$ cat src/rtl/clksw_pkg.sv
// Constants and types for the system clock switch control
//----------------------------------------------------------------
//----------------------------------------------------------------
package clksw_pkg;
  localparam int CLK_HZ = 20_000_000;
  localparam int PLL_LOCK_US = 2000;
  localparam int PLL_LOCK_CYC = PLL_LOCK_US * (CLK_HZ / 1_000_000);
  localparam int OST_EDGES = 1024;
  localparam int INT_STABLE_EDGES = 16;
  localparam int SEC_STABLE_EDGES = 8;
  localparam int OLD_EDGES = 2;
  localparam int NEW_EDGES = 3;

  localparam int PIN_W = 4;
  localparam int PIN_PRI = 0;
  localparam int PIN_SEC = 1;
  localparam int PIN_FAST = 2;
  localparam int PIN_SLOW = 3;

  localparam logic [3:0] ADDR_CTRL = 4'h0;
  localparam logic [3:0] ADDR_AUX = 4'h4;
  localparam logic [3:0] ADDR_PWR = 4'h8;

  localparam int AUX_LFS = 0;
  localparam int AUX_PLL = 1;
  localparam int AUX_SEC_EN = 2;
  localparam int AUX_SEC_RUN = 3;

  localparam logic [1:0] SCS_PRI = 2'h0;
  localparam logic [1:0] SCS_SEC = 2'h1;
  localparam logic [2:0] INTERNAL_FREQ_SELECT_31K = 3'h0;
  localparam logic [2:0] INTERNAL_FREQ_SELECT_1MHZ = 3'h4;
  localparam logic [2:0] INTERNAL_FREQ_SELECT_4MHZ = 3'h6;
  localparam logic [2:0] INTERNAL_FREQ_SELECT_8MHZ = 3'h7;

  typedef enum logic [1:0] {SRC_PRI, SRC_SEC, SRC_INT} src_t;
  typedef enum logic [1:0] {
    SW_RUN, SW_WAIT_NEW, SW_OLD_STOP, SW_NEW_START
  } sw_state_t;

  typedef struct packed {
    logic idle;
    logic [2:0] internal_freq_select;
    logic primary_start_done;
    logic internal_freq_stable;
    logic [1:0] clock_source_select;
  } osc_ctrl_t;

  // Postscaler mask: tick when masked count bits are all ones
  function automatic logic [7:0] ps_mask(input logic [2:0] f);
    case (f)
      3'h7: ps_mask = 8'h00;
      3'h6: ps_mask = 8'h01;
      3'h5: ps_mask = 8'h03;
      3'h4: ps_mask = 8'h07;
      3'h3: ps_mask = 8'h0f;
      3'h2: ps_mask = 8'h1f;
      3'h1: ps_mask = 8'h3f;
      default: ps_mask = 8'hff;
    endcase
  endfunction
endpackage

$ cat src/rtl/sync_2ff.sv
// Two flip-flop synchroniser for asynchronous inputs
`timescale 1ns/1ps
`default_nettype none
module sync_2ff #(
  parameter int W = 1
) (
  input wire logic clk,
  input wire logic rst_n,
  input wire logic [W-1:0] d,
  output logic [W-1:0] q
);
  logic [W-1:0] meta_ff;

  always_ff @(posedge clk) begin
    if (!rst_n) begin
      meta_ff <= '0;
      q <= '0;
    end else begin
      meta_ff <= d;
      q <= meta_ff;
    end
  end
endmodule
`default_nettype wire

$ cat src/rtl/clk_switch_ctrl.sv
// Clock source switch control with Avalon-MM register slave
//
// The address map and the Avalon-MM register port were chosen for this implementation.
`timescale 1ns/1ps
`default_nettype none
module clk_switch_ctrl
  import clksw_pkg::*;
#(
  parameter int PLL_LOCK_CYCLES = PLL_LOCK_CYC,
  parameter int OST_COUNT = OST_EDGES,
  parameter int INT_SETTLE = INT_STABLE_EDGES,
  parameter int SEC_SETTLE = SEC_STABLE_EDGES
) (
  input wire logic clk,
  input wire logic rst_n,
  input wire logic [3:0] avs_address,
  input wire logic avs_read,
  input wire logic avs_write,
  input wire logic [31:0] avs_writedata,
  output logic [31:0] avs_readdata,
  output logic avs_waitrequest,
  input wire logic [PIN_W-1:0] osc_pins,
  input wire logic sleep_exec,
  input wire logic wake_event,
  input wire logic two_speed_start_cfg,
  input wire logic primary_is_internal,
  output logic cpu_tick,
  output logic periph_tick,
  output logic wdt_tick,
  output logic fast_osc_enable,
  output logic pll_active,
  output logic idle_mode,
  output logic sleep_mode,
  output logic [1:0] sys_src
);
  localparam int OST_W = $clog2(OST_COUNT + 1);
  localparam int PLL_W = $clog2(PLL_LOCK_CYCLES + 1);
  localparam int INT_W = $clog2(INT_SETTLE + 1);
  localparam int SEC_W = $clog2(SEC_SETTLE + 1);

  //--------------------------------------------------------------
  // Oscillator edges
  //--------------------------------------------------------------
  // Sampling limits usable source rate to well below clk / 2
  logic [PIN_W-1:0] osc_sync;
  logic [PIN_W-1:0] osc_prev_ff;
  logic [PIN_W-1:0] osc_rise;

  sync_2ff #(.W(PIN_W)) u_osc_sync (
    .clk(clk),
    .rst_n(rst_n),
    .d(osc_pins),
    .q(osc_sync)
  );

  always_ff @(posedge clk) begin
    if (!rst_n) begin
      osc_prev_ff <= '0;
    end else begin
      osc_prev_ff <= osc_sync;
    end
  end

  assign osc_rise = osc_sync & ~osc_prev_ff;

  //--------------------------------------------------------------
  // Register slave
  //--------------------------------------------------------------
  logic idle_ff;
  logic [2:0] internal_freq_select_ff;
  logic [1:0] scs_ff;
  logic lfs_ff;
  logic pll_en_ff;
  logic sec_en_ff;
  logic primary_start_done_ff;
  logic internal_freq_stable_ff;
  logic secondary_clock_running_ff;
  logic wait_ff;
  logic [31:0] rdata_ff;
  logic [31:0] rd_mux;
  logic bus_req;
  logic bus_fire;
  logic wr_ctrl;
  logic wr_aux;
  logic pll_ok;
  logic [1:0] nxt_scs;
  osc_ctrl_t wctrl;
  osc_ctrl_t ctrl_view;
  sw_state_t state_ff;
  src_t active_ff;
  src_t new_src_ff;
  src_t target;

  assign bus_req = avs_read | avs_write;
  assign bus_fire = bus_req & ~wait_ff;
  assign wr_ctrl = bus_fire & avs_write & (avs_address == ADDR_CTRL);
  assign wr_aux = bus_fire & avs_write & (avs_address == ADDR_AUX);
  assign wctrl = osc_ctrl_t'(avs_writedata[7:0]);

  // One wait cycle per access; answer lands on the next edge
  always_ff @(posedge clk) begin
    if (!rst_n) begin
      wait_ff <= 1'b1;
    end else if (bus_req & wait_ff) begin
      wait_ff <= 1'b0;
    end else begin
      wait_ff <= 1'b1;
    end
  end

  always_ff @(posedge clk) begin
    if (!rst_n) begin
      rdata_ff <= '0;
    end else if (avs_read & wait_ff) begin
      rdata_ff <= rd_mux;
    end
  end

  always_comb begin
    ctrl_view = '{idle_ff, internal_freq_select_ff, primary_start_done_ff, internal_freq_stable_ff, scs_ff};
    rd_mux = '0;
    case (avs_address)
      ADDR_CTRL: rd_mux = 32'(ctrl_view);
      ADDR_AUX: begin
        rd_mux[AUX_LFS] = lfs_ff;
        rd_mux[AUX_PLL] = pll_en_ff;
        rd_mux[AUX_SEC_EN] = sec_en_ff;
        rd_mux[AUX_SEC_RUN] = secondary_clock_running_ff;
      end
      ADDR_PWR: rd_mux = {29'h0, state_ff != SW_RUN,
        sleep_mode, idle_mode};
      default: rd_mux = '0;
    endcase
  end

  // Secondary select refused while its oscillator is off
  assign nxt_scs = (wctrl.clock_source_select == SCS_SEC && !sec_en_ff) ?
    scs_ff : wctrl.clock_source_select;

  always_ff @(posedge clk) begin
    if (!rst_n) begin
      idle_ff <= 1'b0;
      internal_freq_select_ff <= INTERNAL_FREQ_SELECT_1MHZ;
      scs_ff <= SCS_PRI;
    end else if (wr_ctrl) begin
      idle_ff <= wctrl.idle;
      internal_freq_select_ff <= wctrl.internal_freq_select;
      scs_ff <= nxt_scs;
    end
  end

  assign pll_ok = primary_is_internal &
    (internal_freq_select_ff == INTERNAL_FREQ_SELECT_8MHZ || internal_freq_select_ff == INTERNAL_FREQ_SELECT_4MHZ);

  always_ff @(posedge clk) begin
    if (!rst_n) begin
      lfs_ff <= 1'b0;
      sec_en_ff <= 1'b0;
    end else if (wr_aux) begin
      lfs_ff <= avs_writedata[AUX_LFS];
      sec_en_ff <= avs_writedata[AUX_SEC_EN];
    end
  end

  always_ff @(posedge clk) begin
    if (!rst_n) begin
      pll_en_ff <= 1'b0;
    end else if (!pll_ok) begin
      pll_en_ff <= 1'b0;
    end else if (wr_aux) begin
      pll_en_ff <= avs_writedata[AUX_PLL];
    end
  end

  //--------------------------------------------------------------
  // Source ticks and postscaler
  //--------------------------------------------------------------
  logic use_slow;
  logic fast_en_ff;
  logic [7:0] ps_cnt_ff;
  logic fast_tick;
  logic slow_tick;
  logic ps_hit;
  logic int_tick;
  logic pri_tick;
  logic sec_tick;

  assign use_slow = (internal_freq_select_ff == INTERNAL_FREQ_SELECT_31K) && !lfs_ff;
  assign slow_tick = osc_rise[PIN_SLOW];
  assign fast_tick = osc_rise[PIN_FAST] & fast_en_ff;
  // Mask follows the field directly, so a rate change is immediate
  assign ps_hit = fast_tick &
    ((ps_cnt_ff & ps_mask(internal_freq_select_ff)) == ps_mask(internal_freq_select_ff));
  assign int_tick = use_slow ? slow_tick : ps_hit;
  assign pri_tick = primary_is_internal ? int_tick : osc_rise[PIN_PRI];
  assign sec_tick = osc_rise[PIN_SEC] & sec_en_ff;

  always_ff @(posedge clk) begin
    if (!rst_n) begin
      fast_en_ff <= 1'b1;
      ps_cnt_ff <= '0;
    end else begin
      fast_en_ff <= !use_slow;
      if (fast_tick) begin
        ps_cnt_ff <= ps_cnt_ff + 8'h01;
      end
    end
  end

  function automatic logic tick_of(input src_t s, input logic p,
    input logic c, input logic i);
    case (s)
      SRC_PRI: tick_of = p;
      SRC_SEC: tick_of = c;
      SRC_INT: tick_of = i;
      default: tick_of = 1'b0;
    endcase
  endfunction

  //--------------------------------------------------------------
  // Start-up and settle timers
  //--------------------------------------------------------------
  logic [OST_W-1:0] ost_cnt_ff;
  logic [PLL_W-1:0] pll_cnt_ff;
  logic [INT_W-1:0] int_cnt_ff;
  logic [SEC_W-1:0] sec_cnt_ff;
  logic ost_done_ff;
  logic pll_ready_ff;
  logic int_ok_ff;
  logic sec_ok_ff;
  logic pri_ok;
  logic new_ok;

  always_ff @(posedge clk) begin
    if (!rst_n) begin
      ost_cnt_ff <= '0;
      ost_done_ff <= 1'b0;
    end else if (primary_is_internal) begin
      ost_done_ff <= 1'b1;
    end else if (osc_rise[PIN_PRI] && !ost_done_ff) begin
      ost_cnt_ff <= ost_cnt_ff + OST_W'(1);
      ost_done_ff <= ost_cnt_ff == OST_W'(OST_COUNT - 1);
    end
  end

  always_ff @(posedge clk) begin
    if (!rst_n || !pll_en_ff) begin
      pll_cnt_ff <= '0;
      pll_ready_ff <= 1'b0;
    end else if (!pll_ready_ff) begin
      pll_cnt_ff <= pll_cnt_ff + PLL_W'(1);
      pll_ready_ff <= pll_cnt_ff == PLL_W'(PLL_LOCK_CYCLES - 1);
    end
  end

  always_ff @(posedge clk) begin
    if (!rst_n || !fast_en_ff) begin
      int_cnt_ff <= '0;
      int_ok_ff <= 1'b0;
    end else if (fast_tick && !int_ok_ff) begin
      int_cnt_ff <= int_cnt_ff + INT_W'(1);
      int_ok_ff <= int_cnt_ff == INT_W'(INT_SETTLE - 1);
    end
  end

  // Unsettled secondary stalls the switch; software starts it early
  always_ff @(posedge clk) begin
    if (!rst_n || !sec_en_ff) begin
      sec_cnt_ff <= '0;
      sec_ok_ff <= 1'b0;
    end else if (sec_tick && !sec_ok_ff) begin
      sec_cnt_ff <= sec_cnt_ff + SEC_W'(1);
      sec_ok_ff <= sec_cnt_ff == SEC_W'(SEC_SETTLE - 1);
    end
  end

  assign pri_ok = ost_done_ff && (!pll_en_ff || pll_ready_ff) &&
    (!primary_is_internal || use_slow || int_ok_ff);
  assign new_ok = tick_of(target, pri_ok, sec_ok_ff,
    use_slow || int_ok_ff);

  //--------------------------------------------------------------
  // Glitch-free switch
  //--------------------------------------------------------------
  logic [1:0] edge_cnt_ff;
  logic old_tick;
  logic new_tick;
  logic dev_tick;

  assign target = scs_ff[1] ? SRC_INT :
    (scs_ff[0] ? SRC_SEC : SRC_PRI);
  assign old_tick = tick_of(active_ff, pri_tick, sec_tick, int_tick);
  assign new_tick = tick_of(new_src_ff, pri_tick, sec_tick, int_tick);
  // Old clock keeps running while the new one settles
  assign dev_tick = old_tick &&
    (state_ff == SW_RUN || state_ff == SW_WAIT_NEW);

  always_ff @(posedge clk) begin
    if (!rst_n) begin
      state_ff <= SW_RUN;
      active_ff <= SRC_PRI;
      new_src_ff <= SRC_PRI;
      edge_cnt_ff <= '0;
    end else begin
      case (state_ff)
        SW_RUN: begin
          if (target != active_ff) begin
            state_ff <= SW_WAIT_NEW;
          end
        end
        SW_WAIT_NEW: begin
          if (target == active_ff) begin
            state_ff <= SW_RUN;
          end else if (new_ok) begin
            state_ff <= SW_OLD_STOP;
            new_src_ff <= target;
            edge_cnt_ff <= '0;
          end
        end
        SW_OLD_STOP: begin
          if (old_tick) begin
            edge_cnt_ff <= edge_cnt_ff + 2'h1;
            if (edge_cnt_ff == 2'(OLD_EDGES - 1)) begin
              state_ff <= SW_NEW_START;
              edge_cnt_ff <= '0;
            end
          end
        end
        SW_NEW_START: begin
          if (new_tick) begin
            edge_cnt_ff <= edge_cnt_ff + 2'h1;
            if (edge_cnt_ff == 2'(NEW_EDGES - 1)) begin
              state_ff <= SW_RUN;
              active_ff <= new_src_ff;
              edge_cnt_ff <= '0;
            end
          end
        end
        default: state_ff <= SW_RUN;
      endcase
    end
  end

  //--------------------------------------------------------------
  // Status flags
  //--------------------------------------------------------------
  logic running;

  assign running = state_ff == SW_RUN;

  // Flags are exclusive because each needs its own active source
  always_ff @(posedge clk) begin
    if (!rst_n) begin
      primary_start_done_ff <= !two_speed_start_cfg;
      internal_freq_stable_ff <= 1'b0;
      secondary_clock_running_ff <= 1'b0;
    end else begin
      primary_start_done_ff <= pri_ok && running && active_ff == SRC_PRI;
      internal_freq_stable_ff <= int_ok_ff && !use_slow && running &&
        active_ff == SRC_INT;
      secondary_clock_running_ff <= running && active_ff == SRC_SEC;
    end
  end

  //--------------------------------------------------------------
  // Power modes and outputs
  //--------------------------------------------------------------
  // Sleep action wins over a wake in the same cycle
  always_ff @(posedge clk) begin
    if (!rst_n) begin
      idle_mode <= 1'b0;
      sleep_mode <= 1'b0;
    end else if (sleep_exec) begin
      idle_mode <= idle_ff;
      sleep_mode <= !idle_ff;
    end else if (wake_event) begin
      idle_mode <= 1'b0;
      sleep_mode <= 1'b0;
    end
  end

  always_ff @(posedge clk) begin
    if (!rst_n) begin
      cpu_tick <= 1'b0;
      periph_tick <= 1'b0;
      wdt_tick <= 1'b0;
      fast_osc_enable <= 1'b1;
      pll_active <= 1'b0;
      sys_src <= SCS_PRI;
    end else begin
      cpu_tick <= dev_tick && !idle_mode && !sleep_mode;
      periph_tick <= dev_tick && !sleep_mode;
      wdt_tick <= slow_tick;
      fast_osc_enable <= fast_en_ff;
      pll_active <= pll_en_ff && pll_ready_ff;
      sys_src <= active_ff;
    end
  end

  assign avs_readdata = rdata_ff;
  assign avs_waitrequest = wait_ff;
endmodule
`default_nettype wire

$ cat config.mk
export PLATFORM = sky130hd
export DESIGN_NAME = clk_switch_ctrl
export DESIGN_NICKNAME = d
export VERILOG_FILES = /design/src/rtl/clksw_pkg.sv /design/src/rtl/sync_2ff.sv /design/src/rtl/clk_switch_ctrl.sv
export SDC_FILE = /design/constraint.sdc
export NUM_CORES = 1
export LEC_CHECK = 0
export BUFFER_PORTS_ARGS = -buffer_cell sky130_fd_sc_hd__buf_2
export CORE_ASPECT_RATIO = 0.5
export CORE_UTILIZATION = 50
export CTS_CLUSTER_DIAMETER = 120
export DETAILED_ROUTE_END_ITERATION = 8
export PLACE_DENSITY = 0.86
export SLEW_MARGIN = 20
export SYNTH_ARGS = -nofsm -noshare
export SYNTH_HDL_FRONTEND = slang
export SYNTH_SLANG_ARGS = --single-unit
$ cat constraint.sdc
create_clock -name clk -period 5.9 [get_ports clk]
set_clock_uncertainty 0.05 [all_clocks]
set_input_delay 0.59 -clock clk [delete_from_list [all_inputs] [get_ports clk]]
set_output_delay 0.59 -clock clk [all_outputs]
set_load 0.005 [all_outputs]
==> results.md <==
- Input/output buffers: 40
- RR Startpoint: internal_freq_select_ff[2]
- Max_slew headroom: 46.56%
- Post_cts resized: 0
- Hold buffers post-CTS: 0
- Clock Latency Late Sink: 0.35 ns
- Row cnt: 24
- Register-to-register setup slack: approximately 3.7 ns
- Vias in the first global route: 3191
- Endpoint, Worst Hold: wdt_tick
- Nature of the critical path endpoint: register
- Synth area leaders: dfxtp_1 (44%), and2_1 (4.4%), nand2_1 (4.3%)
- Post-synth EDFFs: 0
- TritonCTS clock tree: built
- Initial core utilization: 51.83%
- Area delta synth->final: 10.69%
- Die Area: 0.009466 mm2
- H-tree Lvls: 3
- Pre-CTS setup slack: 3.550 ns
- CP arrival: between 2 and 2.5 ns
- Largest net degree at the start of global routing: 75
- Worst Hold Launch: osc_prev_ff[3]
- Part of the cycle the worst path needs: 37.36%
- Clock Pin Slew Worst Setup and Hold Paths: 0.07 ns
- Final hold vios: 0
- Ports: 90
- Drt drc: 0
- Slew @ Worst Pin: 0.7950 ns
- Fmax: 453.6 MHz
- Post-Syn Area: 0.004529 mm2
- Worst hold path class: register to register
- Area after DPL: roughly 0.0047 mm2
- Status: finished, final reports clean
- Synth Instances: ~500
- Cell type with the largest total area after synthesis: dfxtp_1
- Grt total ovfl: 0
- CP Max Fanout: 9
- Yosys reg bits: 99
- Drt first pass iters: 4
- Final setup TNS: 0 ns
- WL/cell: roughly 13 um
- Setup CP Type: register to register
- Final Slew Violations: 0
- Netlist cell types: 53
- CTS Buf Count: 9
- Share of cells above drive strength 1: 12.59%
- Asr flop ratio synth: 0%
- Nets@finish: 593
- 1st-iter DRT viols: a little over 200
- Gpl congestion: just over 0.8
- Post-CTS setup buffer count: 0
- CP startpoint kind: register
- Post-synth top area share: between 40% and 50%
- Final core occ: roughly 57%
- Clock root buffer: clkbuf_16
- Reg2Reg Depth: 6
- Top post-synthesis cells by count: dfxtp_1 (99), nand2_1 (52), nor2_1 (43), and2_1 (32), buf_4 (24)
- # setup viols final: 0
- R2R Path End: state_ff[0]
- Ant diodes: 0
- Die H: 69.30 um
- Ys Warns: 0
- Dpl hpwl: 5792 um
- Leak Pwr: 1.961 nW
- Critical Path RT: 6.15 ns
- Main synth FF type: dfxtp_1
- Via count: 3360
- Hold Path Cell Cnt: 1
- Maxcap violations: 0
- P per Cell Area: 263.0 mW/mm2
- GRT Total Usage: 19.11%
- Clock sink total: 99
- Final Cell Area: 0.005014 mm2
- Top-count cell post-synth: dfxtp_1
- RSZ-0062 raised after global routing: no
- Die width: 136.6 um
- Sequential share of the synthesized area: about 44%
- Peak supply drop: 0.1518 mV
- Core area: ~0.009 mm2
- Longest Clk Path Bufs: 2
- Final worst-path setup slack: 3.696 ns
- Initial antenna violation count: 0
- Syn Area/Cell: 9.041 um2
- Clock period minus worst slack: 2.204 ns
- Via-to-Cell Ratio: 5.114
- First-pass GRT wire length: 14190 um
- Post-Route WL: 8325 um
- Post-route ant nets: 0
[routing by layer]
layer / track usage, % / routed length (um) / vias to the layer above
met5: 0 / 0 / -
met4: 5.432 / 63 / 0
met3: 6.944 / 404 / 11
met2: 31.98 / 4024 / 65
met1: 22.96 / 3832 / 1550
li1: - / - / 1734
[where the power goes]
| group | total, mW | internal, mW | leakage (nW) | switching (mW) |
|---|---|---|---|---|
| Sequential | 0.683 | 0.676 | 0.801 | 0.00692 |
| Clock | 0.573 | 0.305 | 0.142 | 0.267 |
| Combinational | 0.0626 | 0.0257 | 1.02 | 0.0368 |
| Total | 1.32 | 1.01 | 1.96 | 0.311 |
[metrics by stage]
| stage | power (mW) | instances | hold WS, ns |
|---|---|---|---|
| final | 1.319 | 657 | 0.3800 |
| after global routing | 1.368 | 657 | 0.3841 |
| after CTS | 1.329 | 657 | 0.3735 |
| after detailed placement | 0.7603 | 641 | 0.3637 |
| after global placement | 0.7581 | 641 | 0.3450 |
| after floorplan | 0.7521 | 524 | 0.3326 |
[registers in the layout (all words and copies together), names as in the netlist, 2 cells and up, named ones only]
signal / flops
sec_cnt_ff: 4
ps_cnt_ff: 8
edge_cnt_ff: 2
osc_prev_ff: 4
u_osc_sync.q: 4
avs_readdata: 8
ost_cnt_ff: 11
active_ff: 2
new_src_ff: 2
internal_freq_select_ff: 3
scs_ff: 2
sys_src: 2
int_cnt_ff: 5
u_osc_sync.meta_ff: 4
pll_cnt_ff: 16
[final cells by class]
type | instances | area [um2]
inverters | 12 | 45.04
clock inverters | 6 | 58.81
well taps | 117 | 146.4
multi-input cells | 372 | 2335
clock buffers | 10 | 239.0
repair buffers | 41 | 207.7
fillers | 733 | 3725
flip-flops and latches | 99 | 1982
[critical path: stages, from the launching register on]
cell and delay (ns):
dfxtp_1 0.41, nor4_4 0.43, nand3b_1 0.21, o32a_1 0.38
a32oi_2 0.29, and3b_1 0.20, o221a_2 0.18
[worst max-delay path by stage]
stage	slack, ns	endpoint	start
finish	3.70	state_ff[0]	internal_freq_select_ff[2]
global route	3.55	new_src_ff[1]	internal_freq_select_ff[2]
CTS	3.69	edge_cnt_ff[1]	internal_freq_select_ff[2]
detailed placement	3.55	scs_ff[1]	avs_address[1]
global placement	3.62	ost_cnt_ff[10]	primary_is_internal
floorplan	3.81	ost_cnt_ff[10]	primary_is_internal
[cell usage in the layout (no fill, tap or decap), types with 12 or more instances in the layout]
cell type | synthesis | final
inv_1 | 12 | 12
buf_2 | 2 | 40
nand3_1 | 20 | 20
xor2_1 | 19 | 19
nor2_1 | 43 | 43
mux2i_1 | 16 | 16
o21ai_0 | 15 | 15
dfxtp_1 | 99 | 99
nand4_1 | 12 | 12
conb_1 | 1 | 24
xnor2_1 | 16 | 16
nand2_1 | 52 | 52
and2_1 | 32 | 32
nor2b_1 | 19 | 19
[cell families (layout without fill, tap and decap cells)]
logic type               Yosys count  after routing  synth area share [%]
AND/OR/NAND/NOR                  220            220                 25.83
XOR/XNOR                          35             35                 6.768
buffers and inverters             53             69                 6.602
multiplexers                      17             17                 3.784
AO/OA/AOI/OAI                     66             66                 10.41
other                              1             24               0.08279
flip-flops                        99             99                 43.76
adder cells (fa/ha/maj)           10             10                 2.762
Power figures use the tool's default switching activity.
